[src/pmb_pkg.sv]
package pmb_pkg;
  // processor bus shape
  localparam int PROC_DATA_W = 32;
  localparam int PROC_ADDR_W = 16;
  // appended low address bits per word width
  localparam int LSB_BITS_16 = 1;
  localparam int LSB_BITS_32 = 2;
  localparam int BYTE_W = 8;
  // bridge sequencer states
  typedef enum logic [1:0] {
    PMB_IDLE = 2'b00,
    PMB_BUSY = 2'b01,
    PMB_DONE = 2'b10
  } pmb_state_e;
endpackage : pmb_pkg

[src/pmb_lane_map.sv]
module pmb_lane_map #(
  parameter int DATA_W = 32,
  parameter bit BIG_ENDIAN = 1'b0
) (
  // word in processor lane order
  input wire logic [DATA_W-1:0] IN_DATA,
  input wire logic [DATA_W/8-1:0] IN_BE,
  // word in interconnect lane order
  output logic [DATA_W-1:0] OUT_DATA,
  output logic [DATA_W/8-1:0] OUT_BE
);
  localparam int NB = DATA_W / pmb_pkg::BYTE_W;
  localparam int BW = pmb_pkg::BYTE_W;
  // pure lane permutation; bit order inside a byte is kept
  for (genvar i = 0; i < NB; i++) begin : g_lane
    localparam int SRC = BIG_ENDIAN ? (NB - 1 - i) : i;
    assign OUT_DATA[i*BW +: BW] = IN_DATA[SRC*BW +: BW]; // see RQ12 see RQ14 see RQ15
    assign OUT_BE[i] = IN_BE[SRC]; // see RQ5
  end
endmodule // pmb_lane_map

[src/pmb_bridge.sv]
// Summary of operation
// RQ1 - The master side always issues byte addresses, converting the processor word address first.
// RQ2 - With a 16-bit word bus one low address bit is appended.
// RQ3 - With a 32-bit word bus two low address bits are appended.
// RQ4 - Appended low address bits are always zero so addresses stay word aligned.
// RQ5 - Processor byte enables pick byte lanes and are forwarded unchanged; the big-endian build reverses them with the data lanes.
// RQ6 - The processor inserts wait states and holds its transfer while waitrequest is high.
// RQ7 - All bridge logic runs on the processor bus reference clock.
// RQ8 - There is no timeout; a stalled transfer stays pending while waitrequest is high.
// RQ9 - Separate processor read and write buses map straight to readdata and writedata.
// RQ10 - A shared processor data bus is driven from readdata under the processor output enable.
// RQ11 - Conforming control signals pass through; others are adapted by logic.
// RQ12 - Data reaches the interconnect in little-endian lane order, remapping a big-endian bus.
// RQ13 - The least significant byte of a value sits at the lowest byte address.
// RQ14 - Lane mapping does not depend on either party's arithmetic byte order.
// RQ15 - Interconnect data bits 7 down to 0 carry byte offset zero.
// RQ16 - Read data returns to the processor the cycle after waitrequest drops, ending the cycle.
module pmb_bridge #(
  parameter int DATA_W = pmb_pkg::PROC_DATA_W,
  parameter int ADDR_W = pmb_pkg::PROC_ADDR_W,
  parameter bit BIG_ENDIAN = 1'b0,
  parameter bit SHARED_DATA = 1'b0
) (
  // clock and reset (processor bus reference clock)
  input wire logic CLK,
  input wire logic RESET_N,
  // processor bus
  input wire logic [ADDR_W-1:0] P_ADDR,
  input wire logic [DATA_W/8-1:0] P_BE,
  input wire logic P_RD,
  input wire logic P_WR,
  input wire logic [DATA_W-1:0] P_WDATA,
  input wire logic P_OE,
  output logic [DATA_W-1:0] P_RDATA,
  output logic [DATA_W-1:0] P_DQ_O,
  output logic P_DQ_OE,
  output logic P_WAIT,
  output logic P_ACK,
  // memory-mapped master
  output logic [ADDR_W + ((DATA_W == 16) ? pmb_pkg::LSB_BITS_16 : pmb_pkg::LSB_BITS_32) - 1:0]
    M_ADDRESS,
  output logic [DATA_W/8-1:0] M_BYTEENABLE,
  output logic M_READ,
  output logic M_WRITE,
  output logic [DATA_W-1:0] M_WRITEDATA,
  input wire logic [DATA_W-1:0] M_READDATA,
  input wire logic M_WAITREQUEST
);
  localparam int NB = DATA_W / pmb_pkg::BYTE_W;
  localparam int LSB = (DATA_W == 16) ? pmb_pkg::LSB_BITS_16 : pmb_pkg::LSB_BITS_32;

  // sequencer state
  pmb_pkg::pmb_state_e state_reg, state_next;
  logic wait_reg, wait_next;
  logic ack_reg, ack_next;
  // master request state, held toward the fabric
  logic [ADDR_W+LSB-1:0] addr_reg, addr_next;
  logic [NB-1:0] be_reg, be_next;
  logic [DATA_W-1:0] wdata_reg, wdata_next;
  logic rd_reg, rd_next;
  logic wr_reg, wr_next;
  // return path state, held toward the processor
  logic [DATA_W-1:0] rdata_reg, rdata_next;
  logic oe_reg, oe_next;
  // both data directions after lane mapping
  logic [DATA_W-1:0] lane_wdata;
  logic [NB-1:0] lane_be;
  logic [DATA_W-1:0] lane_rdata;
  // events used by more than one group
  logic take;
  logic finish;

  // a strobe is taken in idle only, and never in the acknowledge cycle:
  // the processor sees the stall drop one edge late and still holds it there
  function automatic logic req_taken(
    input pmb_pkg::pmb_state_e st,
    input logic ack,
    input logic rd,
    input logic wr
  );
    return (st == pmb_pkg::PMB_IDLE) && !ack && (rd || wr);
  endfunction

  // the fabric accepts a held request on the first edge without a stall
  function automatic logic req_accepted(
    input pmb_pkg::pmb_state_e st,
    input logic stall
  );
    return (st == pmb_pkg::PMB_BUSY) && !stall;
  endfunction

  // processor lanes to interconnect lanes on the way out
  pmb_lane_map #(.DATA_W(DATA_W), .BIG_ENDIAN(BIG_ENDIAN)) u_wmap (
    .IN_DATA(P_WDATA),
    .IN_BE(P_BE),
    .OUT_DATA(lane_wdata),
    .OUT_BE(lane_be)
  );
  // the permutation is its own inverse, so reuse it for reads
  pmb_lane_map #(.DATA_W(DATA_W), .BIG_ENDIAN(BIG_ENDIAN)) u_rmap (
    .IN_DATA(M_READDATA),
    .IN_BE('0),
    .OUT_DATA(lane_rdata),
    // byte enables only travel outward
    .OUT_BE()
  );

  assign take = req_taken(state_reg, ack_reg, P_RD, P_WR); // see RQ6
  // no timeout: a stalled request waits as long as the fabric wants
  assign finish = req_accepted(state_reg, M_WAITREQUEST); // see RQ8

  // sequencer: idle, waiting on the fabric, acknowledge
  always_comb begin
    state_next = state_reg;
    wait_next = wait_reg;
    ack_next = 1'b0;
    case (state_reg)
      pmb_pkg::PMB_IDLE: begin
        // stall goes up with the fabric request, so the processor holds its cycle
        if (take) begin
          wait_next = 1'b1; // see RQ6
          state_next = pmb_pkg::PMB_BUSY;
        end
      end
      pmb_pkg::PMB_BUSY: begin
        // stays here for as long as waitrequest is high
        if (finish) begin // see RQ8
          state_next = pmb_pkg::PMB_DONE;
        end
      end
      pmb_pkg::PMB_DONE: begin
        // stall and acknowledge change together, one cycle after the data landed
        wait_next = 1'b0; // see RQ16
        ack_next = 1'b1;
        state_next = pmb_pkg::PMB_IDLE;
      end
      default: begin
        wait_next = 1'b0;
        state_next = pmb_pkg::PMB_IDLE;
      end
    endcase
  end

  // single clock domain: the processor reference clock
  always_ff @(posedge CLK or negedge RESET_N) begin // see RQ7
    if (!RESET_N) begin
      state_reg <= pmb_pkg::PMB_IDLE;
      wait_reg <= 1'b0;
      ack_reg <= 1'b0;
    end else begin
      state_reg <= state_next;
      wait_reg <= wait_next;
      ack_reg <= ack_next;
    end
  end

  // master request: captured once, then held until the fabric drops its stall
  always_comb begin
    addr_next = addr_reg;
    be_next = be_reg;
    wdata_next = wdata_reg;
    rd_next = rd_reg;
    wr_next = wr_reg;
    if (take) begin
      addr_next = {P_ADDR, {LSB{1'b0}}}; // see RQ1 see RQ2 see RQ3 see RQ4
      be_next = lane_be; // see RQ5 see RQ13
      wdata_next = lane_wdata; // see RQ9 see RQ12
      rd_next = P_RD; // see RQ11
      // read wins when both strobes are up
      wr_next = P_WR & ~P_RD;
    end else if (finish) begin
      rd_next = 1'b0;
      wr_next = 1'b0;
    end
  end

  always_ff @(posedge CLK or negedge RESET_N) begin // see RQ7
    if (!RESET_N) begin
      addr_reg <= '0;
      be_reg <= '0;
      wdata_reg <= '0;
      rd_reg <= 1'b0;
      wr_reg <= 1'b0;
    end else begin
      addr_reg <= addr_next;
      be_reg <= be_next;
      wdata_reg <= wdata_next;
      rd_reg <= rd_next;
      wr_reg <= wr_next;
    end
  end

  // return path: read data from the accepting edge, and the shared bus drive
  always_comb begin
    rdata_next = rdata_reg;
    // drive on the registered processor enable, one edge late; the separate-bus build never drives
    oe_next = SHARED_DATA & P_OE; // see RQ10
    if (finish && rd_reg) begin
      rdata_next = lane_rdata; // see RQ9 see RQ15
    end
  end

  always_ff @(posedge CLK or negedge RESET_N) begin // see RQ7
    if (!RESET_N) begin
      rdata_reg <= '0;
      oe_reg <= 1'b0;
    end else begin
      rdata_reg <= rdata_next;
      oe_reg <= oe_next;
    end
  end

  assign M_ADDRESS = addr_reg;
  assign M_BYTEENABLE = be_reg;
  assign M_READ = rd_reg;
  assign M_WRITE = wr_reg;
  assign M_WRITEDATA = wdata_reg;
  assign P_RDATA = rdata_reg;
  assign P_DQ_O = rdata_reg; // see RQ10
  assign P_DQ_OE = oe_reg;
  assign P_WAIT = wait_reg;
  assign P_ACK = ack_reg;
endmodule // pmb_bridge

[config.mk]
export PLATFORM = sky130hd
export DESIGN_NAME = pmb_bridge
export DESIGN_NICKNAME = d
export VERILOG_FILES = /design/src/pmb_pkg.sv /design/src/pmb_lane_map.sv /design/src/pmb_bridge.sv
export SDC_FILE = /design/constraint.sdc
export NUM_CORES = 1
export LEC_CHECK = 0
export BUFFER_PORTS_ARGS = -buffer_cell sky130_fd_sc_hd__buf_2
export CORE_AREA = 4 4 96 98
export DETAILED_ROUTE_END_ITERATION = 6
export DIE_AREA = 0 0 100 102
export GPL_TIMING_DRIVEN = 0
export PLACE_DENSITY_LB_ADDON = 0.15
export SYNTH_ARGS = -nofsm -noshare
export SYNTH_HDL_FRONTEND = slang
export SYNTH_SLANG_ARGS = --single-unit
[constraint.sdc]
create_clock -name CLK -period 3.8 [get_ports CLK]
set_input_delay 0 -clock CLK [delete_from_list [all_inputs] [get_ports CLK]]
set_output_delay 0 -clock CLK [all_outputs]
set_load 0.05 [all_outputs]
==> results of run 1 <==
[through the flow]
stage / cells / instance area (µm²) / hold slack (ns)
after floorplan: 235 / 4050 / -0.296
after global placement: 551 / 5230 / 0.201
after detailed placement: 552 / 5260 / 0.0263
after CTS: 656 / 6370 / 0.0268
after global routing: 656 / 6370 / 0.0547
final: 656 / 6370 / 0.0564
[layout make-up]
cell class | instances | area [µm²] | area share
Clock inverter | 6 | 90.1 | 0.0142
Sequential cell | 90 | 2250 | 0.354
Multi-Input combinational cell | 98 | 1340 | 0.210
Timing Repair Buffer | 297 | 1950 | 0.307
Buffer | 45 | 454 | 0.0713
Inverter | 2 | 7.51 | 0.00118
Clock buffer | 10 | 138 | 0.0216
Tap cell | 108 | 135 | 0.0212
[kinds of logic (layout without fill, tap and decap cells)]
kind of cell / Yosys count / in the layout
other: 1 / 3
multiplexers: 84 / 84
AO/OA/AOI/OAI: 7 / 7
flip-flops: 90 / 90
buffers and inverters: 47 / 360
AND/OR/NAND/NOR: 4 / 4
[metal layers]
layer,part of all wire,vias to the layer above,GRT usage
li1,-,1375,-
met1,0.40,1411,0.242
met2,0.51,128,0.341
met3,0.084,9,0.0471
met4,0.011,0,0.0694
met5,0,-,0
[synth_stat cells]
| cell | instances |
|---|---|
| a2bb2oi_1 | 1 |
| conb_1 | 1 |
| nor2_1 | 1 |
| mux2_2 | 6 |
| mux2_4 | 78 |
| o21a_1 | 1 |
| and2_4 | 1 |
| inv_1 | 2 |
| dfrtp_1 | 90 |
| a22o_2 | 1 |
| a31o_2 | 1 |
| buf_6 | 1 |
| buf_12 | 9 |
| buf_4 | 35 |
| a21o_1 | 1 |
| nor3b_2 | 1 |
| a21oi_1 | 2 |
| nor3_2 | 1 |
[placed cells by master (no fill, tap or decap)]
master           n
dfrtp_1         90
mux2_4          78
a21oi_1          2
nor3_2           1
a31o_2           1
o21a_1           1
a2bb2oi_1        1
buf_12           9
a22o_2           1
buf_16           1
buf_6            1
clkbuf_8        10
mux2_2           6
inv_1            2
buf_4           36
bufinv_16        2
and2_4           1
dlygate4sd3_1   88
conb_1           3
nor3b_2          1
nor2_1           1
clkinvlp_4       4
buf_2          207
a21o_1           1
[worst max-delay path: stages (launching register included)]
cell and delay [ns]:
dfrtp_1 0.42, nor3_2 0.32, o21a_1 0.19, buf_6 0.19, buf_12 0.17, mux2_4 0.31
[worst paths after layout]
check / start / slack [ns] / endpoint
max: state_reg[0] / 2.09 / M_WRITEDATA[28]
min: P_WR / 0.06 / M_READ
max reg2reg: state_reg[0] / 2.09 / M_WRITEDATA[28]
min reg2reg: P_WAIT / 0.50 / P_WAIT
max in group asynchronous: RESET_N / 2.99 / M_WRITEDATA[14]
min in group asynchronous: RESET_N / 0.17 / P_DQ_O[12]
==> impl_metrics.yaml, run 1 <==
placement:
  dp_worst_setup_slack_ns: 2.10
  portBuffers: 208
  gp_congestion: 0.752
  dp.final_hpwl_mm: 6.63
routing:
  drt-vias-per-instance: 4.46
  post_drt_wl_per_cell_um: 15.6
  ant_nets: 0
  drc_errors: 0
  totalWireLength_mm: 10.2
  drt_iter0_drc: 53
  drt_first_pass_iters: 3
  vias: 2923
synth:
  synth_top_family_by_area: "multiplexers"
  synthAdderAreaFrac: 0
  synth.ff_latch_count: 90
  netlist.area_leader.share: 0.557
  yosysWarnings: 0
  postSynthAreaPerCell_um2: 17.4
  yosys.area_share.simple: 0.00866
  synthDistinctLibCells: 18
  synth_xor_area_frac: 0
  synth-compound-area-share: 0.0130
  yosys.area.top_type: "dfrtp_1"
  synth_mux_area_frac: 0.306
  synthCells: 233
  synth_top_cells_by_area: "dfrtp_1, mux2_4, buf_4"
  seq_area_frac_synth: 0.557
  netlist_area_mm2: 0.00404
min_path:
  hold_path_class: "input port to flip-flop"
  min_path_cells: 3
final_layout:
  areaGrowthSynthToFinish_pct: 57.4
  fin_util: 0.752
  nNetsFinal: 633
  diodes: 0
  fillers: 529
  drive_gt1_frac: 0.655
clock_network:
  clk-insertion-delay-late_ns: 0.35
  ctsResizeCount: 0
  cts_buffer_depth: 2
  holdBufCountCts: 88
  htreeDepth: 3
  cts_sinks: 90
  cts_buffers: 9
  clk_pin_slew_ns: 0.08
  post-cts-setup-buffer-count: 0
  cts_tree: "yes"
  cts-root-buf: "clkbuf_8"
sta:
  worst_slack_ns: 2.09
  min_period_ns: 1.71
  rsz0062_at_grt: "false"
  maxSlewHeadroom: 0.632
  finalHoldViolations: 0
  finalSetupTns_ns: 0
  worst_slew_pin_slew_ns: 0.552
  setup_violations: 0
  fmax_ghz: 0.584
  skew_ns: 0.0123
  finalCritPeriodShare: 0.451
  slew_violations: 0
global_routing:
  grt_max_degree: 50
  grt_antenna_before_repair: 0
  grt_overflow: 0
  grt_pass1_wl_mm: 15.7
  grt_util_all_layers: 0.197
  grt_pass1_vias: 3144
die:
  die_w_um: 100
  rows: 34
  start_util: 0.478
  die_y_um: 102
  core-area_mm2: 0.00847
  dieArea_mm2: 0.0102
  ioPinCount: 213
setup_path:
  crit_fanout: 10
  crit_path_end_kind: "flip-flop"
  critPathKind: "flip-flop to flip-flop"
  reg2regPathDepth: 5
  required_ns: 4.03
  arrival_ns: 1.94
  cp-start-kind: "flip-flop"
run:
  maxCapViolations: 0
run_status:
  outcome: "completed"
Power of run 1 is not shown: default switching activity piles up to over one toggle a cycle in this logic, so the estimate is an artifact.
==> run 2: changes to the inputs <==
--- a/config.mk
+++ b/config.mk
@@ -6,9 +6,9 @@
 export NUM_CORES = 1
 export LEC_CHECK = 0
 export BUFFER_PORTS_ARGS = -buffer_cell sky130_fd_sc_hd__buf_2
-export CORE_AREA = 4 4 96 98
+export CORE_AREA = 4 4 100 102
 export DETAILED_ROUTE_END_ITERATION = 6
-export DIE_AREA = 0 0 100 102
+export DIE_AREA = 0 0 104 106
 export GPL_TIMING_DRIVEN = 0
 export PLACE_DENSITY_LB_ADDON = 0.15
 export SYNTH_ARGS = -nofsm -noshare
==> constraint.sdc (replaced) <==
create_clock -name CLK -period 1.6 [get_ports CLK]
set_input_delay 0 -clock CLK [delete_from_list [all_inputs] [get_ports CLK]]
set_output_delay 0 -clock CLK [all_outputs]
set_load 0.05 [all_outputs]
==> impl_metrics.yaml, run 2 (synthesis results as in run 1) <==
run_status:
  outcome: "completed"
placement:
  dp.final_hpwl_mm: 6.66
  dp_worst_setup_slack_ns: -0.0490
  place_area_mm2: 0.00527
  gp_congestion: 0.704
  portBuffers: 208
routing:
  post_drt_wl_per_cell_um: 15.7
  ant_nets: 0
  drt_iter0_drc: 49
  vias: 2962
  totalWireLength_mm: 10.4
  drt_first_pass_iters: 3
  drt-vias-per-instance: 4.45
  drc_errors: 0
setup_path:
  crit_path_end_kind: "flip-flop"
  required_ns: 1.82
  timing.rr.start: "state_reg[1]"
  arrival_ns: 1.79
  critPathKind: "flip-flop to flip-flop"
  reg2reg_to: "P_DQ_O[24]"
  crit_fanout: 10
  cp-start-kind: "flip-flop"
  reg2reg_slack_ns: 0.03
  reg2regPathDepth: 5
die:
  core-area_mm2: 0.00911
  ioPinCount: 213
  rows: 35
  start_util: 0.444
  die_w_um: 104
  dieArea_mm2: 0.0110
  die_y_um: 106
final_layout:
  areaGrowthSynthToFinish_pct: 59.3
  fillers: 627
  final_common_cell: "buf_2"
  diodes: 0
  drive_gt1_frac: 0.663
  final_area_mm2: 0.00644
  mostFrequentLayoutCells: "buf_2, dlygate4sd3_1, dfrtp_1, mux2_4, buf_4"
  nNetsFinal: 640
clock_network:
  cts_buffer_depth: 2
  clk-insertion-delay-late_ns: 0.34
  cts_buffers: 9
  cts-root-buf: "clkbuf_8"
  cts_tree: "yes"
  cts_sinks: 90
  clk_pin_slew_ns: 0.09
  htreeDepth: 3
global_routing:
  grt_overflow: 0
  globalRouteMet3Util: 0.0613
  grt_use_met2: 0.335
  grtUsageMet1: 0.221
  grt_max_degree: 49
  grt_pass1_vias: 3283
  grt.busiest_layer: "met2"
  grt_util_all_layers: 0.192
  grt_pass1_wl_mm: 17.1
  grt_antenna_before_repair: 0
sta:
  finalHoldViolations: 0
  finalCritPeriodShare: 0.981
  fmax_ghz: 0.637
  slew_violations: 0
  setup_violations: 0
  min_period_ns: 1.57
  worst_slew_pin_slew_ns: 0.561
  skew_ns: 0.00775
  worst_slack_ns: 0.0307
  rsz0062_at_grt: "true"
  maxSlewHeadroom: 0.626
run:
  maxCapViolations: 0
min_path:
  hold_path_class: "input port to asynchronous set/reset pin"
==> run 2: changes by cell type in the layout (fill, tap and decap cells not counted), sizes merged <==
cell and delta:
clkbuf +3, bufinv -1, buf +6, clkinvlp -3, clkinv +2
==> run 2: worst max path at each step <==
stage / from / endpoint / slack [ns]
6_report: state_reg[1] / P_DQ_O[24] / 0.03
3_3_place_gp: RESET_N / P_ACK / -0.43
4_1_cts: state_reg[1] / M_WRITEDATA[26] / 0.008
3_5_place_dp: state_reg[0] / M_WRITEDATA[31] / -0.05
5_1_grt: state_reg[1] / P_DQ_O[8] / -0.008
2_1_floorplan: P_ACK / M_ADDRESS[10] / 0.003
==> run 2: final cells by class <==
class,instances,area (µm²),share of cell area
flip-flops and latches,90,2260,0.350
clock buffers,12,145,0.0225
inverters,2,7.51,0.00117
plain buffers,45,463,0.0719
repair buffers,304,2020,0.314
well taps,111,139,0.0216
clock inverters,4,51.3,0.00796
multi-input cells,98,1360,0.211
==> run 2: routing by layer <==
layer,vias to the layer above,routed length [µm]
met5,-,0
met4,0,242
met3,19,831
met2,140,5260
met1,1416,4090
li1,1387,-
==> run 2: timing repair <==
item / 4_1_cts / 5_1_grt
gates cloned: 0 / 1
hold buffers: 88 / 0
gates resized for setup: 2 / 5
setup buffers: 1 / 5
endpoints found under the setup margin: 78 / 78
pin swaps: 2 / 2
hold endpoints to repair: 130 / 0
==> run 2: worst max-delay path, stage by stage (launching register included) <==
cell	delay, ns
dfrtp_2	0.46
nor3b_4	0.25
and2_4	0.18
buf_12	0.12
buf_12	0.14
mux2_4	0.30
==> run 2: metrics by stage <==
stage / std cells / setup TNS, ns / util / hold WS [ns]
after floorplan: 235 / 0 / - / -0.296
after global placement: 554 / -25.76 / 0.575 / 0.206
after detailed placement: 555 / -1.91 / 0.578 / 0.0324
after CTS: 660 / 0 / 0.698 / 0.199
after global routing: 666 / -0.0301 / 0.707 / 0.244
final: 666 / 0 / 0.707 / 0.201
Power of run 2 is left out for the same reason.
